[src/pkg/crt_timing_pkg.sv]
// Overview of operation
// - Horizontal blank ends on six-bit match
// - Horizontal retrace starts at programmed position
// - Horizontal retrace ends on five-bit match
// - Horizontal retrace skewed zero to three
// - Vertical total ten bits, lines minus two
// - Overflow register carries high timing bits
// - Row counter preset, increments, clears at max
// - Double scan halves row counter clock
// - Maximum scan line is rows minus one
// - Cursor off by bit or start>end
// - Cursor end row and cursor skew
// - Start address loaded after vertical retrace
// - Cursor location from two bytes
// - Vertical retrace starts at ten-bit line
// - Write protect registers zero to seven, except overflow bit four
// - Three or five refresh cycles per line
// - Vertical retrace interrupt, status bit seven
// - Interrupt cleared while clear bit zero
// - Vertical retrace ends on four-bit match
// - Row address advances by 2x/4x offset
// - Doubleword mode and divide-by-four clocking
// - Underline on programmed row plus one
// - Character counter drives horizontal timing
package crt_timing_pkg;

  // Host port selects
  localparam logic [1:0] PORT_INDEX   = 2'h0;
  localparam logic [1:0] PORT_DATA    = 2'h1;
  localparam logic [1:0] PORT_STATUS0 = 2'h2;

  // Register indices held by this block
  localparam logic [4:0] IDX_HRETRACE_START      = 5'h04;
  localparam logic [4:0] IDX_HRETRACE_END        = 5'h05;
  localparam logic [4:0] IDX_VERTICAL_LINE_TOTAL = 5'h06;
  localparam logic [4:0] IDX_OVERFLOW_HIGH_BITS  = 5'h07;
  localparam logic [4:0] IDX_ROW_SCAN_PRESET     = 5'h08;
  localparam logic [4:0] IDX_ROW_HEIGHT_LIMIT    = 5'h09;
  localparam logic [4:0] IDX_MARKER_ROW_BEGIN    = 5'h0A;
  localparam logic [4:0] IDX_MARKER_ROW_FINISH   = 5'h0B;
  localparam logic [4:0] IDX_DISPLAY_BASE_HI     = 5'h0C;
  localparam logic [4:0] IDX_DISPLAY_BASE_LO     = 5'h0D;
  localparam logic [4:0] IDX_MARKER_POS_HI       = 5'h0E;
  localparam logic [4:0] IDX_MARKER_POS_LO       = 5'h0F;
  localparam logic [4:0] IDX_VRETRACE_START      = 5'h10;
  localparam logic [4:0] IDX_VRETRACE_END_CTRL   = 5'h11;
  localparam logic [4:0] IDX_VACTIVE_END         = 5'h12;
  localparam logic [4:0] IDX_ROW_PITCH           = 5'h13;
  localparam logic [4:0] IDX_UNDERSCORE_ROW      = 5'h14;

  localparam int REG_FIRST = 4;
  localparam int REG_LAST  = 20;
  // Highest index covered by write protection
  localparam logic [4:0] IDX_PROTECT_LAST = 5'h07;

  localparam logic [7:0] REG_RESET = 8'h00;

  // Field positions
  localparam int HRE_HBLANK_B5   = 7;
  localparam int SKEW_HI         = 6;
  localparam int SKEW_LO         = 5;
  localparam int OVF_VT_B8       = 0;
  localparam int OVF_VDE_B8      = 1;
  localparam int OVF_VRS_B8      = 2;
  localparam int OVF_VBS_B8      = 3;
  localparam int OVF_LC_B8       = 4;
  localparam int OVF_VT_B9       = 5;
  localparam int OVF_VDE_B9      = 6;
  localparam int OVF_VRS_B9      = 7;
  localparam int MSL_DOUBLE      = 7;
  localparam int MSL_LC_B9       = 6;
  localparam int MSL_VBS_B9      = 5;
  localparam int CUR_OFF         = 5;
  localparam int VRE_PROTECT     = 7;
  localparam int VRE_FIVE_REFR   = 6;
  localparam int VRE_IRQ_OFF     = 5;
  localparam int VRE_IRQ_CLR_N   = 4;
  localparam int UL_DWORD        = 6;
  localparam int UL_DIV4         = 5;
  localparam int STATUS0_IRQ     = 7;

  // Timing figures
  localparam logic [8:0] HTOTAL_ADJ    = 9'h004;
  localparam logic [9:0] VTOTAL_ADJ    = 10'h001;
  localparam logic [4:0] UNDERLINE_ADJ = 5'h01;
  localparam logic [2:0] REFRESH_FEW   = 3'h3;
  localparam logic [2:0] REFRESH_MANY  = 3'h5;
  localparam logic [1:0] DIV4_LAST     = 2'h3;
  localparam int SKEW_TAPS = 4;

endpackage : crt_timing_pkg

[src/rtl/crt_timing_register_set.sv]
`timescale 1ns/1ps
module crt_timing_register_set (
  input  wire logic        clk,
  input  wire logic        rst,
  input  wire logic        char_en,
  input  wire logic [7:0]  h_total,
  input  wire logic [7:0]  hblank_start,
  input  wire logic [4:0]  hblank_end_lo,
  input  wire logic [1:0]  io_sel,
  input  wire logic        io_wr,
  input  wire logic        io_rd,
  input  wire logic [7:0]  io_wdata,
  output logic      [7:0]  io_rdata,
  output logic             hblank,
  output logic             hretrace,
  output logic             vretrace,
  output logic             vdisp_active,
  output logic             cursor,
  output logic             underline,
  output logic      [15:0] mem_addr,
  output logic      [4:0]  row_scan,
  output logic             refresh_strobe,
  output logic      [1:0]  line_cmp_hi,
  output logic      [1:0]  vblank_start_hi,
  output logic             irq
);

  typedef logic [7:0] byte_t;

  // Picks a tap of a skew line
  function automatic logic skew_pick(
    input logic [crt_timing_pkg::SKEW_TAPS-1:0] taps,
    input logic [1:0] sel
  );
    skew_pick = taps[sel];
  endfunction : skew_pick

  byte_t      regs_q [crt_timing_pkg::REG_FIRST:crt_timing_pkg::REG_LAST];
  logic [4:0] index_q;
  logic [7:0] hcount_q;
  logic [9:0] vcount_q;
  logic       hblank_q;
  logic       hret_raw_q;
  logic       vret_q;
  logic       dbl_phase_q;
  logic [4:0] row_q;
  logic [15:0] row_addr_q;
  logic [15:0] ma_q;
  logic [1:0] div_q;
  logic [2:0] refresh_left_q;
  logic       irq_flag_q;
  logic [crt_timing_pkg::SKEW_TAPS-1:0] hret_line_q;
  logic [crt_timing_pkg::SKEW_TAPS-1:0] cur_line_q;

  // Named views of the registers
  wire byte_t hrs = regs_q[crt_timing_pkg::IDX_HRETRACE_START];
  wire byte_t hre = regs_q[crt_timing_pkg::IDX_HRETRACE_END];
  wire byte_t vtl = regs_q[crt_timing_pkg::IDX_VERTICAL_LINE_TOTAL];
  wire byte_t ovf = regs_q[crt_timing_pkg::IDX_OVERFLOW_HIGH_BITS];
  wire byte_t rsp = regs_q[crt_timing_pkg::IDX_ROW_SCAN_PRESET];
  wire byte_t msl = regs_q[crt_timing_pkg::IDX_ROW_HEIGHT_LIMIT];
  wire byte_t mrb = regs_q[crt_timing_pkg::IDX_MARKER_ROW_BEGIN];
  wire byte_t mrf = regs_q[crt_timing_pkg::IDX_MARKER_ROW_FINISH];
  wire byte_t dbh = regs_q[crt_timing_pkg::IDX_DISPLAY_BASE_HI];
  wire byte_t dbl = regs_q[crt_timing_pkg::IDX_DISPLAY_BASE_LO];
  wire byte_t mph = regs_q[crt_timing_pkg::IDX_MARKER_POS_HI];
  wire byte_t mpl = regs_q[crt_timing_pkg::IDX_MARKER_POS_LO];
  wire byte_t vrs = regs_q[crt_timing_pkg::IDX_VRETRACE_START];
  wire byte_t vre = regs_q[crt_timing_pkg::IDX_VRETRACE_END_CTRL];
  wire byte_t vde = regs_q[crt_timing_pkg::IDX_VACTIVE_END];
  wire byte_t pit = regs_q[crt_timing_pkg::IDX_ROW_PITCH];
  wire byte_t ulr = regs_q[crt_timing_pkg::IDX_UNDERSCORE_ROW];

  // Host port decode
  wire        wr_index  = io_wr && (io_sel == crt_timing_pkg::PORT_INDEX);
  wire        wr_data   = io_wr && (io_sel == crt_timing_pkg::PORT_DATA);
  wire        protect   = vre[crt_timing_pkg::VRE_PROTECT];
  wire        idx_prot  = index_q <= crt_timing_pkg::IDX_PROTECT_LAST;
  wire        idx_ovf   = index_q == crt_timing_pkg::IDX_OVERFLOW_HIGH_BITS;
  wire        in_range  =
    (index_q >= 5'(crt_timing_pkg::REG_FIRST)) &&
    (index_q <= 5'(crt_timing_pkg::REG_LAST));

  // Assembled six-bit, ten-bit and sixteen-bit values
  wire [9:0]  vtotal     = {ovf[crt_timing_pkg::OVF_VT_B9],
                            ovf[crt_timing_pkg::OVF_VT_B8], vtl};
  wire [9:0]  vret_start = {ovf[crt_timing_pkg::OVF_VRS_B9],
                            ovf[crt_timing_pkg::OVF_VRS_B8], vrs};
  wire [9:0]  vdisp_end  = {ovf[crt_timing_pkg::OVF_VDE_B9],
                            ovf[crt_timing_pkg::OVF_VDE_B8], vde};
  wire [15:0] base_addr  = {dbh, dbl};
  wire [15:0] cur_loc    = {mph, mpl};
  wire [5:0]  hblank_end = {hre[crt_timing_pkg::HRE_HBLANK_B5],
                            hblank_end_lo};

  // Horizontal compares
  wire h_wrap  = {1'b0, hcount_q} ==
                 ({1'b0, h_total} + crt_timing_pkg::HTOTAL_ADJ);
  wire hb_on   = hcount_q == hblank_start;
  wire hb_off  = hcount_q[5:0] == hblank_end;
  wire hr_on   = hcount_q == hrs;
  wire hr_off  = hcount_q[4:0] == hre[4:0];
  wire line_ev = char_en && hr_on && !hret_raw_q;

  // Vertical compares
  wire v_wrap  = vcount_q == (vtotal + crt_timing_pkg::VTOTAL_ADJ);
  wire vr_on   = vcount_q == vret_start;
  wire vr_off  = vcount_q[3:0] == vre[3:0];
  wire vr_rise = line_ev && vr_on && !vret_q;
  wire vr_fall = line_ev && vret_q && vr_off;

  // Row scan stepping
  wire row_step = line_ev && (!msl[crt_timing_pkg::MSL_DOUBLE] ||
                              dbl_phase_q);
  wire row_max  = row_q == msl[4:0];
  wire [15:0] pitch_step = ulr[crt_timing_pkg::UL_DWORD] ?
                           {6'h00, pit, 2'h0} : {7'h00, pit, 1'b0};
  wire ma_tick  = char_en && (!ulr[crt_timing_pkg::UL_DIV4] ||
                              div_q == crt_timing_pkg::DIV4_LAST);

  // Cursor and underline
  wire cur_ok   = !mrb[crt_timing_pkg::CUR_OFF] && (mrb[4:0] <= mrf[4:0]);
  wire cur_rows = (row_q >= mrb[4:0]) && (row_q <= mrf[4:0]);
  wire cur_now  = cur_ok && cur_rows && (ma_q == cur_loc);
  wire ul_now   = row_q == (ulr[4:0] + crt_timing_pkg::UNDERLINE_ADJ);

  wire [2:0] refresh_total = vre[crt_timing_pkg::VRE_FIVE_REFR] ?
    crt_timing_pkg::REFRESH_MANY : crt_timing_pkg::REFRESH_FEW;

  wire byte_t read_val =
    (io_sel == crt_timing_pkg::PORT_INDEX)   ? {3'h0, index_q} :
    (io_sel == crt_timing_pkg::PORT_STATUS0) ?
      byte_t'({irq_flag_q, 7'h00}) :
    (io_sel == crt_timing_pkg::PORT_DATA && in_range) ? regs_q[index_q] :
    crt_timing_pkg::REG_RESET;

  always_ff @(posedge clk or posedge rst)
  begin
    if (rst)
      index_q <= 5'h00;
    else if (wr_index)
      index_q <= io_wdata[4:0];
  end

  always_ff @(posedge clk or posedge rst)
  begin
    if (rst)
      io_rdata <= crt_timing_pkg::REG_RESET;
    else if (io_rd)
      io_rdata <= read_val;
  end

  // One write path per register
  genvar gi;
  generate
    for (gi = crt_timing_pkg::REG_FIRST; gi <= crt_timing_pkg::REG_LAST;
         gi = gi + 1)
    begin : g_reg
      wire hit = wr_data && (index_q == 5'(gi));
      wire locked = protect && idx_prot;
      wire [7:0] mask = !locked ? 8'hFF :
                        idx_ovf ? 8'h10 : 8'h00;
      always_ff @(posedge clk or posedge rst)
      begin
        if (rst)
          regs_q[gi] <= crt_timing_pkg::REG_RESET;
        else if (hit)
          regs_q[gi] <= (regs_q[gi] & ~mask) | (io_wdata & mask);
      end
    end
  endgenerate

  always_ff @(posedge clk or posedge rst)
  begin
    if (rst)
      hcount_q <= 8'h00;
    else if (char_en)
      hcount_q <= h_wrap ? 8'h00 : hcount_q + 8'h01;
  end

  always_ff @(posedge clk or posedge rst)
  begin
    if (rst)
      hblank_q <= 1'b0;
    else if (char_en && hb_on)
      hblank_q <= 1'b1;
    else if (char_en && hb_off)
      hblank_q <= 1'b0;
  end

  always_ff @(posedge clk or posedge rst)
  begin
    if (rst)
      hret_raw_q <= 1'b0;
    else if (char_en && hr_on)
      hret_raw_q <= 1'b1;
    else if (char_en && hr_off)
      hret_raw_q <= 1'b0;
  end

  always_ff @(posedge clk or posedge rst)
  begin
    if (rst)
    begin
      hret_line_q <= '0;
      cur_line_q  <= '0;
    end
    else if (char_en)
    begin
      hret_line_q <= {hret_line_q[crt_timing_pkg::SKEW_TAPS-2:0],
                      hret_raw_q};
      cur_line_q  <= {cur_line_q[crt_timing_pkg::SKEW_TAPS-2:0], cur_now};
    end
  end

  always_ff @(posedge clk or posedge rst)
  begin
    if (rst)
    begin
      vcount_q <= 10'h000;
      vret_q   <= 1'b0;
    end
    else if (line_ev)
    begin
      vcount_q <= v_wrap ? 10'h000 : vcount_q + 10'h001;
      if (vr_on && !vret_q)
        vret_q <= 1'b1;
      else if (vr_off)
        vret_q <= 1'b0;
    end
  end

  always_ff @(posedge clk or posedge rst)
  begin
    if (rst)
    begin
      dbl_phase_q <= 1'b0;
      row_q       <= 5'h00;
      row_addr_q  <= 16'h0000;
    end
    else if (vr_fall)
    begin
      dbl_phase_q <= 1'b0;
      row_q       <= rsp[4:0];
      row_addr_q  <= base_addr;
    end
    else if (line_ev)
    begin
      dbl_phase_q <= !dbl_phase_q;
      if (row_step && row_max)
      begin
        row_q      <= 5'h00;
        row_addr_q <= row_addr_q + pitch_step;
      end
      else if (row_step)
        row_q <= row_q + 5'h01;
    end
  end

  always_ff @(posedge clk or posedge rst)
  begin
    if (rst)
    begin
      div_q <= 2'h0;
      ma_q  <= 16'h0000;
    end
    else if (char_en && h_wrap)
    begin
      div_q <= 2'h0;
      ma_q  <= row_addr_q;
    end
    else if (char_en)
    begin
      div_q <= div_q + 2'h1;
      if (ma_tick)
        ma_q <= ma_q + 16'h0001;
    end
  end

  always_ff @(posedge clk or posedge rst)
  begin
    if (rst)
    begin
      refresh_left_q <= 3'h0;
      refresh_strobe <= 1'b0;
    end
    else if (char_en && hb_on)
    begin
      refresh_left_q <= refresh_total;
      refresh_strobe <= 1'b0;
    end
    else if (char_en && refresh_left_q != 3'h0)
    begin
      refresh_left_q <= refresh_left_q - 3'h1;
      refresh_strobe <= 1'b1;
    end
    else
      refresh_strobe <= 1'b0;
  end

  always_ff @(posedge clk or posedge rst)
  begin
    if (rst)
      irq_flag_q <= 1'b0;
    else if (!vre[crt_timing_pkg::VRE_IRQ_CLR_N])
      irq_flag_q <= 1'b0;
    else if (vr_rise)
      irq_flag_q <= 1'b1;
  end

  // Registered outputs
  always_ff @(posedge clk or posedge rst)
  begin
    if (rst)
    begin
      hblank          <= 1'b0;
      hretrace        <= 1'b0;
      vretrace        <= 1'b0;
      vdisp_active    <= 1'b0;
      cursor          <= 1'b0;
      underline       <= 1'b0;
      mem_addr        <= 16'h0000;
      row_scan        <= 5'h00;
      line_cmp_hi     <= 2'h0;
      vblank_start_hi <= 2'h0;
      irq             <= 1'b0;
    end
    else
    begin
      hblank       <= hblank_q;
      hretrace     <= skew_pick({hret_line_q[2:0], hret_raw_q},
                                hre[crt_timing_pkg::SKEW_HI:
                                    crt_timing_pkg::SKEW_LO]);
      vretrace     <= vret_q;
      vdisp_active <= vcount_q <= vdisp_end;
      cursor       <= skew_pick({cur_line_q[2:0], cur_now},
                                mrf[crt_timing_pkg::SKEW_HI:
                                    crt_timing_pkg::SKEW_LO]);
      underline    <= ul_now;
      mem_addr     <= ma_q;
      row_scan     <= row_q;
      line_cmp_hi     <= {msl[crt_timing_pkg::MSL_LC_B9],
                          ovf[crt_timing_pkg::OVF_LC_B8]};
      vblank_start_hi <= {msl[crt_timing_pkg::MSL_VBS_B9],
                          ovf[crt_timing_pkg::OVF_VBS_B8]};
      irq <= irq_flag_q && !vre[crt_timing_pkg::VRE_IRQ_OFF];
    end
  end

endmodule : crt_timing_register_set

[config.mk]
export PLATFORM = sky130hd
export DESIGN_NAME = crt_timing_register_set
export DESIGN_NICKNAME = d
export VERILOG_FILES = /design/src/pkg/crt_timing_pkg.sv /design/src/rtl/crt_timing_register_set.sv
export SDC_FILE = /design/constraint.sdc
export NUM_CORES = 1
export LEC_CHECK = 0
export BUFFER_PORTS_ARGS = -buffer_cell sky130_fd_sc_hd__buf_2
export CAP_MARGIN = 5
export CORE_AREA = 3 3 177 179
export CTS_CLUSTER_DIAMETER = 30
export DETAILED_ROUTE_END_ITERATION = 16
export DIE_AREA = 0 0 180 182
export PLACE_DENSITY = 0.76
export SYNTH_ARGS = -nofsm -noshare
export SYNTH_HDL_FRONTEND = slang
export SYNTH_SLANG_ARGS = --single-unit
[constraint.sdc]
create_clock -name clk -period 6.69 [get_ports clk]
set_input_delay 0 -clock clk [delete_from_list [all_inputs] [get_ports clk]]
set_output_delay 0 -clock clk [all_outputs]
set_load 0.005 [all_outputs]
Word-level counts from Yosys, hierarchy flattened
Index checks and enable logic that the tools add are counted.
Cells by class
  add/subtract/negate cells: 10
  $lt $le $gt $ge: 10
  eq/ne operators: 32
  mux-type cells: 42
  bitwise logic cells: 37
  reduce and logical (&&, ||, !) cells: 66
Operators by type and width (count)
  $and A8 B8 Y8: 18
  $or A8 B8 Y8: 17
  $mux W16: 6
  $mux W8: 7
  $logic_and A1 B1 Y1: 42
  $bmux W8 S5: 1
  $eq A5 B4 Y1 const B: 8
  $eq A5 B5 Y1 const B: 5
  $mux W5: 5
  $add A10 B1 Y10 const B: 2
  $eq A10 B10 Y1: 2
  $eq A5 B3 Y1 const B: 4
  $mux W10: 2
  $add A16 B1 Y16 const B: 1
  $add A16 B10 Y16: 1
  $eq A16 B16 Y1: 1
  $eq A8 B8 Y1: 2
  $reduce_bool A2 Y1: 8
  $eq A5 B5 Y1: 3
  $mux W1: 14
  $add A5 B1 Y5 const B: 2
  $le A10 B10 Y1: 1
  $le A5 B5 Y1: 2
  $add A8 B3 Y9 const B: 1
  25 further kinds: 42
Word-level totals
  register bits after elaboration: 253
  input bits: 36
  word-level logic and storage cells: 242

Logic depth before layout (Yosys ltp)
Gate-level depths: netlist (run 1).
  depth after elaboration: 8
  mapped depth: 11

Least setup slack after synthesis (run 1)
No wires, ideal clock.
  kind: register -> register
  from: register with a tool-made name
  to: register row_addr_q[14]
  arrival: 2446 ps
  required time: 6562 ps
  setup slack: 4116 ps
  cell stages (with the launch flop): 11
  buffers on the path: 1
  cells stage by stage: dfrtp_1 -> clkbuf_1 -> mux2i_1 -> inv_1 -> ha_1 -> a211oi_1 -> o211ai_1 -> a41o_1 -> and3_1 -> a311oi_1 -> nor3_1
RTL lines
  end signal: assignment: line crt_timing_register_set.sv:245  | row_addr_q <= base_addr;
  end signal: assignment: line crt_timing_register_set.sv:253  | row_addr_q <= row_addr_q + pitch_step;
  end: declaration: line crt_timing_register_set.sv:47  | logic [15:0] row_addr_q;

Worst setup path in the final report (run 1)
  from: register hcount_q[4]
  to: register row_q[2]
Between the ends
  cells in the longest elaborated chain, start to end: 8
  elaborated cells between the ends (all ways): 13
Ends and longest elaborated chain
  start: declaration: line crt_timing_register_set.sv:40  | logic [7:0] hcount_q;
  start signal: assignment: line crt_timing_register_set.sv:178  | hcount_q <= h_wrap ? 8'h00 : hcount_q + 8'h01;
  $eq A8 B8 Y1 *: line crt_timing_register_set.sv:101  | wire hr_on = hcount_q == hrs;
  $logic_and A1 B1 Y1 * (2 in series): line crt_timing_register_set.sv:103  | wire line_ev = char_en && hr_on && !hret_raw_q;
  $logic_and A1 B1 Y1: line crt_timing_register_set.sv:113  | wire row_step = line_ev && (!msl[crt_timing_pkg::MSL_DOUBLE] ||
  $logic_and A1 B1 Y1: line crt_timing_register_set.sv:250  | if (row_step && row_max)
  $mux W5: line crt_timing_register_set.sv:250
  $mux W5: line crt_timing_register_set.sv:247  | else if (line_ev)
  $mux W5: line crt_timing_register_set.sv:241  | else if (vr_fall)
  end signal: assignment: line crt_timing_register_set.sv:244  | row_q <= rsp[4:0];
  end signal: assignment: line crt_timing_register_set.sv:256  | row_q <= row_q + 5'h01;
  end: declaration: line crt_timing_register_set.sv:46  | logic [4:0] row_q;
Mark *: on every way between the ends. The rest lies on a longest branch, timed or not. The select of a mux whose other input is x is not followed.
A chain may end at the register's enable or synchronous reset.

==> reports/qor.yml, run 1 <==
outcome:
  status: "completed"
route:
  m1WireLength_mm: 15.7
  detail_route.first_pass.iterations: 5
  drt_iter0_markers: 834
  wl_met3_mm: 2.56
  routed.top_layer: "met4"
  drc_errors: 0
  wl_per_cell_um: 21.9
  ant_nets: 0
  num_vias: 10600
  viasPerCell: 6.00
  wl_met2_mm: 19.2
  drt-total-wl_mm: 38.9
floorplanning:
  dieArea_mm2: 0.0328
  fp-row-count: 63
  core_mm2: 0.0297
  die_h_um: 182
  start_util_pct: 46.9
  die_x_um: 180
  ios: 77
synth:
  synth_common_cells: "253 x dfrtp_1, 151 x mux2_2, 84 x nand2_1"
  post-synth-top-count-cell: "dfrtp_1"
  synth_top_cells_by_area: "dfrtp_1 45%, mux2_2 12%, mux4_2 5.5%"
  yosys_most_used_dff: "dfrtp_1"
  ys_seq_elements: 253
  synth_warnings: 0
  ys_async_sr_fraction_pct: 100
  synth_area_leader_cell: "dfrtp_1"
  synth_top_area_share_pct: 45.4
  syn_inst: 1235
  syn_avg_cell_area_um2: 11.3
  synth_area_mm2: 0.0139
  ys_seq_area_share_pct: 45.4
  synth_edf_count: 0
  synth.distinct_cells: 71
  syn_nets: 1316
setup_path:
  r2r-end: "row_q[2]"
  worstSetupEndpointType: "flip-flop"
  crit_path_start_kind: "flip-flop"
  rrSetupSlack_ns: 3.33
  worstPathRequired_ns: 7.11
  reg2reg_from: "hcount_q[4]"
  ff2ff_path_depth: 6
  path_max_fanout: 12
  path_class: "reg2reg"
  arrival_ns: 3.78
clock_tree:
  clkTransAtPathRegs_ns: 0.05
  htree_num_levels: 2
  ctsHoldBuffers: 23
  cts_setup_buffers: 0
  root_buffer: "clkbuf_16"
  cts_tree: "done"
  cts_sinks: 253
  clock_latency_ns: 0.57
  numCtsBuffers: 55
  clock_path_buffers: 3
  ctsResizeCount: 0
sta:
  final_max_slew_viol_count: 0
  relSlewSlack_pct: 21.2
  fin_skew_ns: 0.0255
  max_freq_ghz: 0.298
  fin_crit_sh_pct: 50.2
  rsz0062_at_grt: "no"
  tightest_slew_ns: 1.17
  setup_violations: 0
  hold_viol_final: 0
  hold_slack_ns: 0.0168
  final.min_clock_period_ns: 3.36
  fin_setup_tns_ns: 0
hold_path:
  worstHoldPathType: "in2reg"
  min_path_cells: 3
  worstHoldStart: "io_wr"
  hold_end: "index_q[4]"
layout:
  utilization_pct: 56.5
  antenna_cells: 0
  fillers: 2357
  drive_gt1_share_pct: 28.8
  syn_to_final_growth_pct: 20.4
  fin_cells: 1773
  fin_nets: 1418
place:
  gp_congestion: 0.951
  dpl.cell_count: 1647
  port-buffer-count: 76
  hpwl_mm: 26.3
power_and_ir_drop:
  total_leakage_power_nw: 7.63
  fin_total_pwr_mw: 6.47
  p_per_area_mw_per_mm2: 385
  vdd_ir_drop_max_mv: 0.199
global_route:
  grtUsageTotal_pct: 23.4
  grt_max_degree: 72
  grt_pass1_vias: 10900
  grt_pass1_wl_mm: 61.5
  antenna_found_initial: 0
  grt_overflow: 0
flow_run:
  drv_cap: 0
==> worst max-delay path, stage by stage (launching register included) <==
cell and delay, ns:
dfrtp_1 0.66, xnor2_1 0.20, nand3_2 0.16, nor4_2 1.01
o21ai_1 0.66, a211oi_1 0.38, o21ai_0 0.13
==> power by group <==
part	total, mW	switching, mW	internal, mW
Sequential	2.34	0.465	1.88
Clock	2.77	0.866	1.90
Combinational	1.36	0.653	0.707
Total	6.47	1.98	4.48
==> stage by stage <==
step / worst slack (ns) / instance area (µm²)
finish: 3.33 / 16800
global route: 3.23 / 16800
CTS: 3.40 / 16800
detailed placement: 3.58 / 14600
global placement: 3.68 / 14600
floorplan: 3.36 / 13900
==> layer usage <==
metal | GRT usage, % | up-vias
met2 | 39.4 | 445
met5 | 0 | -
li1 | - | 4721
met3 | 3.99 | 95
met4 | 9.19 | 0
met1 | 30.3 | 5384
==> layout make-up <==
cell class                 count  area [µm²]  share of cell area, %
sequential                   253        6330                   37.7
inverter                      47         180                   1.07
clock buffer                  68        1510                   8.98
multi-input combinational    869        7150                   42.6
timing repair buffer         111         701                   4.17
clock inverter                35         430                   2.56
tap                          390         488                   2.91
==> cells by family (layout without fill, tap and decap cells) <==
family | Yosys count | count (layout) | share of synthesized area [%]
AND/OR/NAND/NOR | 322 | 322 | 12.1
flip-flops | 253 | 253 | 45.4
multiplexers | 201 | 201 | 18.8
AO/OA/AOI/OAI | 200 | 200 | 9.62
XOR/XNOR | 101 | 101 | 6.51
buffers and inverters | 113 | 261 | 3.46
adder cells (fa/ha/maj) | 45 | 45 | 4.09
==> worst max path at each step <==
stage                      from                    endpoint  slack (ns)  depth (start not counted)
floorplan                   rst  asynchronous set/reset pin        3.36                          1
global placement    hcount_q[4]                    row_q[2]        3.68                          6
detailed placement  hcount_q[4]                    row_q[2]        3.58                          6
CTS                  index_q[0]                 io_rdata[7]        3.40                          7
global route        hcount_q[4]                    row_q[2]        3.23                          6
finish              hcount_q[4]                    row_q[2]        3.33                          6
==> layout by cell type (no fill, tap or decap), types with 12 or more instances in the layout <==
| master | synthesis | routed |
|---|---|---|
| xnor2_1 | 48 | 48 |
| buf_4 | 6 | 12 |
| mux4_2 | 34 | 34 |
| nand4_1 | 16 | 16 |
| a21oi_1 | 38 | 38 |
| inv_1 | 47 | 46 |
| o21ai_1 | 13 | 13 |
| mux2_2 | 151 | 151 |
| mux2i_1 | 16 | 16 |
| ha_1 | 44 | 44 |
| buf_2 | 17 | 76 |
| o21a_1 | 12 | 12 |
| a221oi_1 | 15 | 15 |
| nand2_1 | 84 | 84 |
| and3_1 | 13 | 13 |
| dfrtp_1 | 253 | 252 |
| xor2_1 | 50 | 50 |
| nor3_1 | 22 | 22 |
| nand2b_1 | 14 | 14 |
| dlygate4sd3_1 | 0 | 23 |
| nor2_1 | 59 | 59 |
| a22oi_1 | 12 | 12 |
| o21ai_0 | 45 | 45 |
| nand3_1 | 39 | 39 |
| clkbuf_16 | 0 | 56 |
Power figures use the tool's default switching activity.
==> run 2: changes to the inputs <==
--- a/config.mk
+++ b/config.mk
@@ -5,12 +5,13 @@
 export SDC_FILE = /design/constraint.sdc
 export NUM_CORES = 1
 export LEC_CHECK = 0
+export ABC_AREA = 1
 export BUFFER_PORTS_ARGS = -buffer_cell sky130_fd_sc_hd__buf_2
 export CAP_MARGIN = 5
-export CORE_AREA = 3 3 177 179
+export CORE_AREA = 3 3 180 182
 export CTS_CLUSTER_DIAMETER = 30
 export DETAILED_ROUTE_END_ITERATION = 16
-export DIE_AREA = 0 0 180 182
+export DIE_AREA = 0 0 183 185
 export PLACE_DENSITY = 0.76
 export SYNTH_ARGS = -nofsm -noshare
 export SYNTH_HDL_FRONTEND = slang
==> constraint.sdc (replaced) <==
create_clock -name clk -period 2.81 [get_ports clk]
set_input_delay 0 -clock clk [delete_from_list [all_inputs] [get_ports clk]]
set_output_delay 0 -clock clk [all_outputs]
set_load 0.005 [all_outputs]
==> reports/qor.yml, run 2 <==
sta:
  final_max_slew_viol_count: 0  # unchanged
  fin_crit_sh_pct: 96.5  # +46 points
  hold_viol_final: 0  # unchanged
  hold_slack_ns: 0.0313  # +0.0145 ns
  setup_violations: 0  # unchanged
  final.min_clock_period_ns: 2.71  # -0.645 ns
  max_freq_ghz: 0.369  # +24%
  relSlewSlack_pct: 35.5  # +14 points
  fin_ws_ns: 0.0995  # -3.24 ns
  fin_skew_ns: 0.0369  # +0.0114 ns
  rsz0062_at_grt: "no"
  tightest_slew_ns: 0.966  # -0.206 ns
  fin_setup_tns_ns: 0  # unchanged
route:
  num_vias: 14000  # +32%
  viasPerCell: 5.65  # -5.9%
  ant_nets: 0  # unchanged
  detail_route.first_pass.iterations: 6  # +1
  drc_errors: 0  # unchanged
  drt-total-wl_mm: 45.2  # +16%
  drt_iter0_markers: 1474  # +77%
  wl_per_cell_um: 18.2  # -17%
global_route:
  grt_pass1_wl_mm: 71.4  # +16%
  grt_max_degree: 55  # -24%
  antenna_found_initial: 0  # unchanged
  grt_pass1_vias: 13400  # +23%
  grtUsageTotal_pct: 26.6  # +3.3 points
  grt_overflow: 0  # unchanged
power_and_ir_drop:
  p_per_area_mw_per_mm2: 939  # +140%
  total_leakage_power_nw: 8.67  # +14%
  vdd_ir_drop_max_mv: 0.526  # +160%
synth:
  syn_inst: 1925  # +56%
  ys_async_sr_fraction_pct: 100  # unchanged
  ys_seq_elements: 253  # unchanged
  synth_top_cells_by_area: "dfrtp_1 44%, nand2_1 16%, o21ai_0 7.1%"
  synth.distinct_cells: 53  # -25%
  synth_edf_count: 0  # unchanged
  synth_top_area_share_pct: 43.6  # -1.8 points
  syn_avg_cell_area_um2: 7.54  # -33%
  synth_area_leader_cell: "dfrtp_1"
  synth_warnings: 0  # unchanged
  post-synth-top-count-cell: "nand2_1"
  synth_area_mm2: 0.0145  # +4.2%
  synth_common_cells: "625 x nand2_1, 253 x dfrtp_1, 205 x o21ai_0"
  yosys_most_used_dff: "dfrtp_1"
  ys_seq_area_share_pct: 43.6  # -1.8 points
  syn_nets: 2006  # +52%
clock_tree:
  root_buffer: "clkbuf_16"
  cts_tree: "done"
  numCtsBuffers: 66  # +20%
  clkTransAtPathRegs_ns: 0.05  # about the same
  clock_path_buffers: 3  # unchanged
  cts_sinks: 253  # unchanged
  clock_latency_ns: 0.57  # about the same
  htree_num_levels: 3  # +1
setup_path:
  path_max_fanout: 10  # -2
  critPathMaxStageDelay_ns: 0.68  # -0.33 ns
  worstPathRequired_ns: 3.23  # -3.88 ns
  crit_path_start_kind: "flip-flop"
  worstSetupEndpointType: "flip-flop"
  cpMaxStageDelayCell: "dfrtp_1"
  rrSetupSlack_ns: 0.1  # -3.24 ns
  arrival_ns: 3.13  # -0.65 ns
  path_common_cell: "nand2_1"
  path_cells: "nand2_2 -> buf_4 -> o22ai_1 -> o21ai_0 -> nand3_1 -> nand2_1 -> nand2_1 -> a21oi_1 -> dlygate4sd3_1"
  path_class: "reg2reg"
layout:
  drive_gt1_share_pct: 13.3  # -16 points
  fillers: 2693  # +14%
  fin_nets: 2115  # +49%
  antenna_cells: 0  # unchanged
  final_cell_mix: "624 x nand2_1, 252 x dfrtp_1, 204 x o21ai_0"
  layout_commonest_cell: "nand2_1"
  syn_to_final_growth_pct: 22.2
floorplanning:
  fp-row-count: 64  # +1.6%
  die_x_um: 183  # +1.7%
  start_util_pct: 47.2  # +0.32 points
  ios: 77  # unchanged
  die_h_um: 185  # +1.6%
  dieArea_mm2: 0.0339  # +3.3%
  core_mm2: 0.0307  # +3.5%
hold_path:
  worstHoldPathType: "in2reg"
place:
  pre_cts_ws_ns: 0.293  # -3.29 ns
  hpwl_mm: 31.6  # +20%
  port-buffer-count: 76  # unchanged
  gp_congestion: 0.993  # +4.4%
outcome:
  status: "completed"
flow_run:
  drv_cap: 0  # unchanged
==> run 2: metal layers <==
| metal | track usage (%) | wire, µm | up-vias |
|---|---|---|---|
| met5 | 0 | 0 | - |
| met4 | 10.6 | 1510 | 0 |
| met3 | 5.91 | 4480 | 141 |
| met2 | 42.6 | 20200 | 728 |
| met1 | 35.5 | 19000 | 6636 |
| li1 | - | - | 6524 |
==> run 2: per-stage QoR <==
step | utilization, % | cells | instance area [µm²] | total power, mW
final | 57.7 | 2483 | 17700 | 16.7
after CTS | 57.6 | 2479 | 17700 | 16.7
after global routing | 57.7 | 2483 | 17700 | 17.5
after global placement | 49.7 | 2345 | 15300 | 8.67
after floorplan | - | 1925 | 14500 | 7.66
after detailed placement | 49.7 | 2345 | 15300 | 8.82
==> run 2: cell type report <==
cell class / instances / area (µm²) / area share, %
multi-input cells: 1388 / 7020 / 39.5
flip-flops and latches: 253 / 6330 / 35.7
clock buffers: 81 / 1820 / 10.3
repair buffers: 122 / 821 / 4.62
inverters: 203 / 773 / 4.36
well taps: 396 / 495 / 2.79
clock inverters: 40 / 487 / 2.74
==> run 2: kinds of logic after synthesis <==
kind of cell,synth area share (%)
buffers and inverters,8.13
xor gates and xnor gates,4.52
and+or+nand+nor,27.8
adders and majority gates,3.93
DFF,43.6
AOI/OAI and AO/OA,12.1
==> run 2: where the power goes <==
part	total [mW]	switching (mW)	internal (mW)
registers	5.35	0.943	4.40
clock network	7.73	2.38	5.35
logic	3.59	2.16	1.43
==> run 2: worst paths after layout <==
kind,start,endpoint,cells past startpoint
hold reg to reg,hblank_q,hblank,0
max in group asynchronous,rst,mem_addr[9],5
min in group asynchronous,rst,asynchronous set/reset pin,3
hold / removal,io_wr,index_q[2],3
setup reg to reg,index_q[1],io_rdata[0],9
setup / recovery,index_q[1],io_rdata[0],9
==> run 2: what timing repair did <==
action | in CTS | in global routing
hold buffers | 13 | 0
resized for setup | 0 | 4
endpoints found under the hold margin | 42 | 0
setup buffers | 0 | 4
endpoints found under the setup margin | 0 | 1
==> run 2: critical path, delay by kind of cell (launching register included) <==
kind	cells	cell delay [ns]
DFF	1	0.68
AOI/OAI and AO/OA	3	0.49
and+or+nand+nor	4	0.56
buffers and inverters	2	0.84
==> run 3: changes to the inputs <==
--- a/config.mk
+++ b/config.mk
@@ -8,11 +8,13 @@
 export ABC_AREA = 1
 export BUFFER_PORTS_ARGS = -buffer_cell sky130_fd_sc_hd__buf_2
 export CAP_MARGIN = 5
-export CORE_AREA = 3 3 180 182
+export CELL_PAD_IN_SITES_DETAIL_PLACEMENT = 0
+export CELL_PAD_IN_SITES_GLOBAL_PLACEMENT = 2
+export CORE_AREA = 3 3 203 205
 export CTS_CLUSTER_DIAMETER = 30
 export DETAILED_ROUTE_END_ITERATION = 16
-export DIE_AREA = 0 0 183 185
-export PLACE_DENSITY = 0.76
+export DIE_AREA = 0 0 206 208
+export PLACE_DENSITY = 0.9
 export SYNTH_ARGS = -nofsm -noshare
 export SYNTH_HDL_FRONTEND = slang
 export SYNTH_SLANG_ARGS = --single-unit
==> constraint.sdc (replaced) <==
create_clock -name clk -period 2.7 [get_ports clk]
set_input_delay 0 -clock clk [delete_from_list [all_inputs] [get_ports clk]]
set_output_delay 0 -clock clk [all_outputs]
set_load 0.005 [all_outputs]
==> reports/qor.yml, run 3 (synthesized netlist as in run 2, its figures left out) <==
floorplanning:
  die_x_um: 206  # +13%
  ios: 77  # unchanged
  core_mm2: 0.0396  # +29%
  die_h_um: 208  # +12%
  fp-row-count: 73  # +14%
  start_util_pct: 36.6  # -11 points
  dieArea_mm2: 0.0428  # +27%
hold_path:
  hold_end: "refresh_strobe"
  min_path_cells: 6  # +3
  worstHoldStart: "hblank_start[4]"
  worstHoldPathType: "in2reg"
setup_path:
  worstPathRequired_ns: 3.20  # -0.03 ns
  cpMaxStageDelayCell: "dlygate4sd3_1"
  path_common_cell: "nand2_1"
  path_class: "reg2reg"
  path_cells: "inv_1 -> nand2_2 -> buf_4 -> o22ai_1 -> o21ai_0 -> nand3_1 -> nand2_1 -> nand2_1 -> nand2_1 -> nand2_1 -> dlygate4sd3_1 -> nand2_1"
  reg2reg_from: "index_q[0]"
  rrSetupSlack_ns: 0.10  # about the same
  r2r-end: "io_rdata[7]"
  worst-path-buf-inv: 3  # +1
  crit_path_start_kind: "flip-flop"
  crit_family: "buffers and inverters"
  ff2ff_path_depth: 12  # +3
  worstSetupEndpointType: "flip-flop"
  critPathMaxStageDelay_ns: 0.55  # -0.13 ns
  arrival_ns: 3.09  # -0.04 ns
  path_max_fanout: 9  # -1
layout:
  antenna_cells: 0  # unchanged
  final_cell_mix: "625 x nand2_1, 250 x dfrtp_1, 204 x o21ai_0"
  layout_commonest_cell: "nand2_1"
  syn_to_final_growth_pct: 25.0
  multi_input_area_mm2: 0.00702  # about the same
  fin_nets: 2135  # +0.95%
  drive_gt1_share_pct: 14.1  # +0.86 points
  final-seq-area_mm2: 0.00633  # about the same
  stdcell_area_mm2: 0.0182  # +2.3%
  fillers: 3939  # +46%
sta:
  setup_violations: 0  # unchanged
  final.min_clock_period_ns: 2.60  # -0.115 ns
  tightest_slew_ns: 1.03  # +0.0629 ns
  rsz0062_at_grt: "yes"
  max_freq_ghz: 0.385  # +4.4%
  hold_viol_final: 0  # unchanged
  final_max_slew_viol_count: 0  # unchanged
  fin_skew_ns: 0.0204  # -0.0165 ns
  relSlewSlack_pct: 31.3  # -4.2 points
  fin_crit_sh_pct: 96.1  # -0.34 points
clock_tree:
  clkTransAtPathRegs_ns: 0.05  # about the same
  cts_sinks: 253  # unchanged
  htree_num_levels: 3  # unchanged
  numCtsBuffers: 70  # +6.1%
  cts_tree: "done"
  clock_latency_ns: 0.57  # about the same
  clock_path_buffers: 3  # unchanged
  root_buffer: "clkbuf_16"
place:
  dpl_cell_area_mm2: 0.0155  # +1.7%
  hpwl_mm: 34.1  # +8.1%
  gp_congestion: 0.918  # -7.5%
  port-buffer-count: 76  # unchanged
route:
  drt-total-wl_mm: 47.8  # +5.9%
  num_vias: 13400  # -4.2%
  drc_errors: 0  # unchanged
  detail_route.first_pass.iterations: 5  # -1
  viasPerCell: 5.10  # -9.7%
  drt_iter0_markers: 1260  # -15%
  ant_nets: 0  # unchanged
  wl_per_cell_um: 18.2  # -0.16%
power_and_ir_drop:
  fin_total_pwr_mw: 17.9  # +7.2%
  vdd_ir_drop_max_mv: 0.492  # -6.4%
  total_leakage_power_nw: 8.83  # +1.8%
  p_per_area_mw_per_mm2: 984  # +4.8%
global_route:
  grtUsageTotal_pct: 22.6  # -4.1 points
  grt_overflow: 0  # unchanged
  antenna_found_initial: 1  # +1
  grt_pass1_vias: 13100  # -2.6%
  grt_max_degree: 91  # +65%
  grt_pass1_wl_mm: 75.5  # +5.7%
flow_run:
  drv_cap: 0  # unchanged
outcome:
  status: "completed"
run 3: cell types whose count changed in the layout (fill, tap and decap cells not counted), sizes merged:
cell / delta
buf: +14
inv: +1
dlygate4sd3: +2
bufinv: +1
clkinv: +1
clkbuf: +7
clkinvlp: -4
run 3: where the power goes:
part / switching (mW) / leakage [nW] / total [mW] / internal (mW)
logic: 2.31 / 4.26 / 3.82 / 1.51
clock network: 2.54 / 1.20 / 8.53 / 5.99
registers: 0.938 / 3.37 / 5.52 / 4.58
total: 5.79 / 8.83 / 17.9 / 12.1
run 3: cell type report:
type                    count  area share (%)
multi-input cells        1388            38.6
flip-flops and latches    253            34.9
clock buffers              88            10.8
repair buffers            138            5.14
inverters                 203            4.26
well taps                 525            3.62
clock inverters            39            2.64
run 3: worst max path at each step:
stage,depth (start not counted),to,from,slack (ns)
5_1_grt,12,io_rdata[7],index_q[1],-0.02
2_1_floorplan,1,asynchronous set/reset pin,rst,-0.63
6_report,12,io_rdata[7],index_q[0],0.10
3_5_place_dp,11,row_addr_q[9],flip-flop,0.29
3_3_place_gp,13,row_addr_q[9],flip-flop,0.31
4_1_cts,12,io_rdata[7],index_q[1],0.01
run 3: tightest hold or removal path, cell delays in order:
cell	delay, ns
buf_2	0.10
xor2_1	0.06
nor2_1	0.09
nand2_1	0.13
inv_1	0.11
nor2_1	0.06
run 3: per-stage QoR:
step | setup TNS [ns] | utilization [%] | std cells | hold slack, ns | setup slack [ns]
CTS | 0 | 45.7 | 2630 | 0.0145 | 0.0105
global route | -0.0163 | 45.8 | 2634 | 0.0653 | -0.0163
detailed placement | 0 | 39.2 | 2488 | 0.0211 | 0.292
floorplan | -159.30 | - | 1925 | 0.110 | -0.630
finish | 0 | 45.8 | 2634 | 0.0380 | 0.105
global placement | 0 | 39.2 | 2488 | 0.0252 | 0.310
run 3: timing repair:
| item | in CTS | in global routing |
|---|---|---|
| resized for setup | 0 | 5 |
| hold buffers | 15 | 0 |
| endpoints found under the hold margin | 275 | 0 |
| setup buffers | 0 | 4 |
| setup endpoints to repair | 0 | 3 |
run 3: layer usage:
layer  GRT usage, %  share of wire, %  vias to the layer above
met3           4.79               6.7                      104
met1           32.4                46                     6322
met5              0             0.023                        -
li1               -                 -                     6561
met2           33.7                44                      446
met4           7.65               3.0                        2
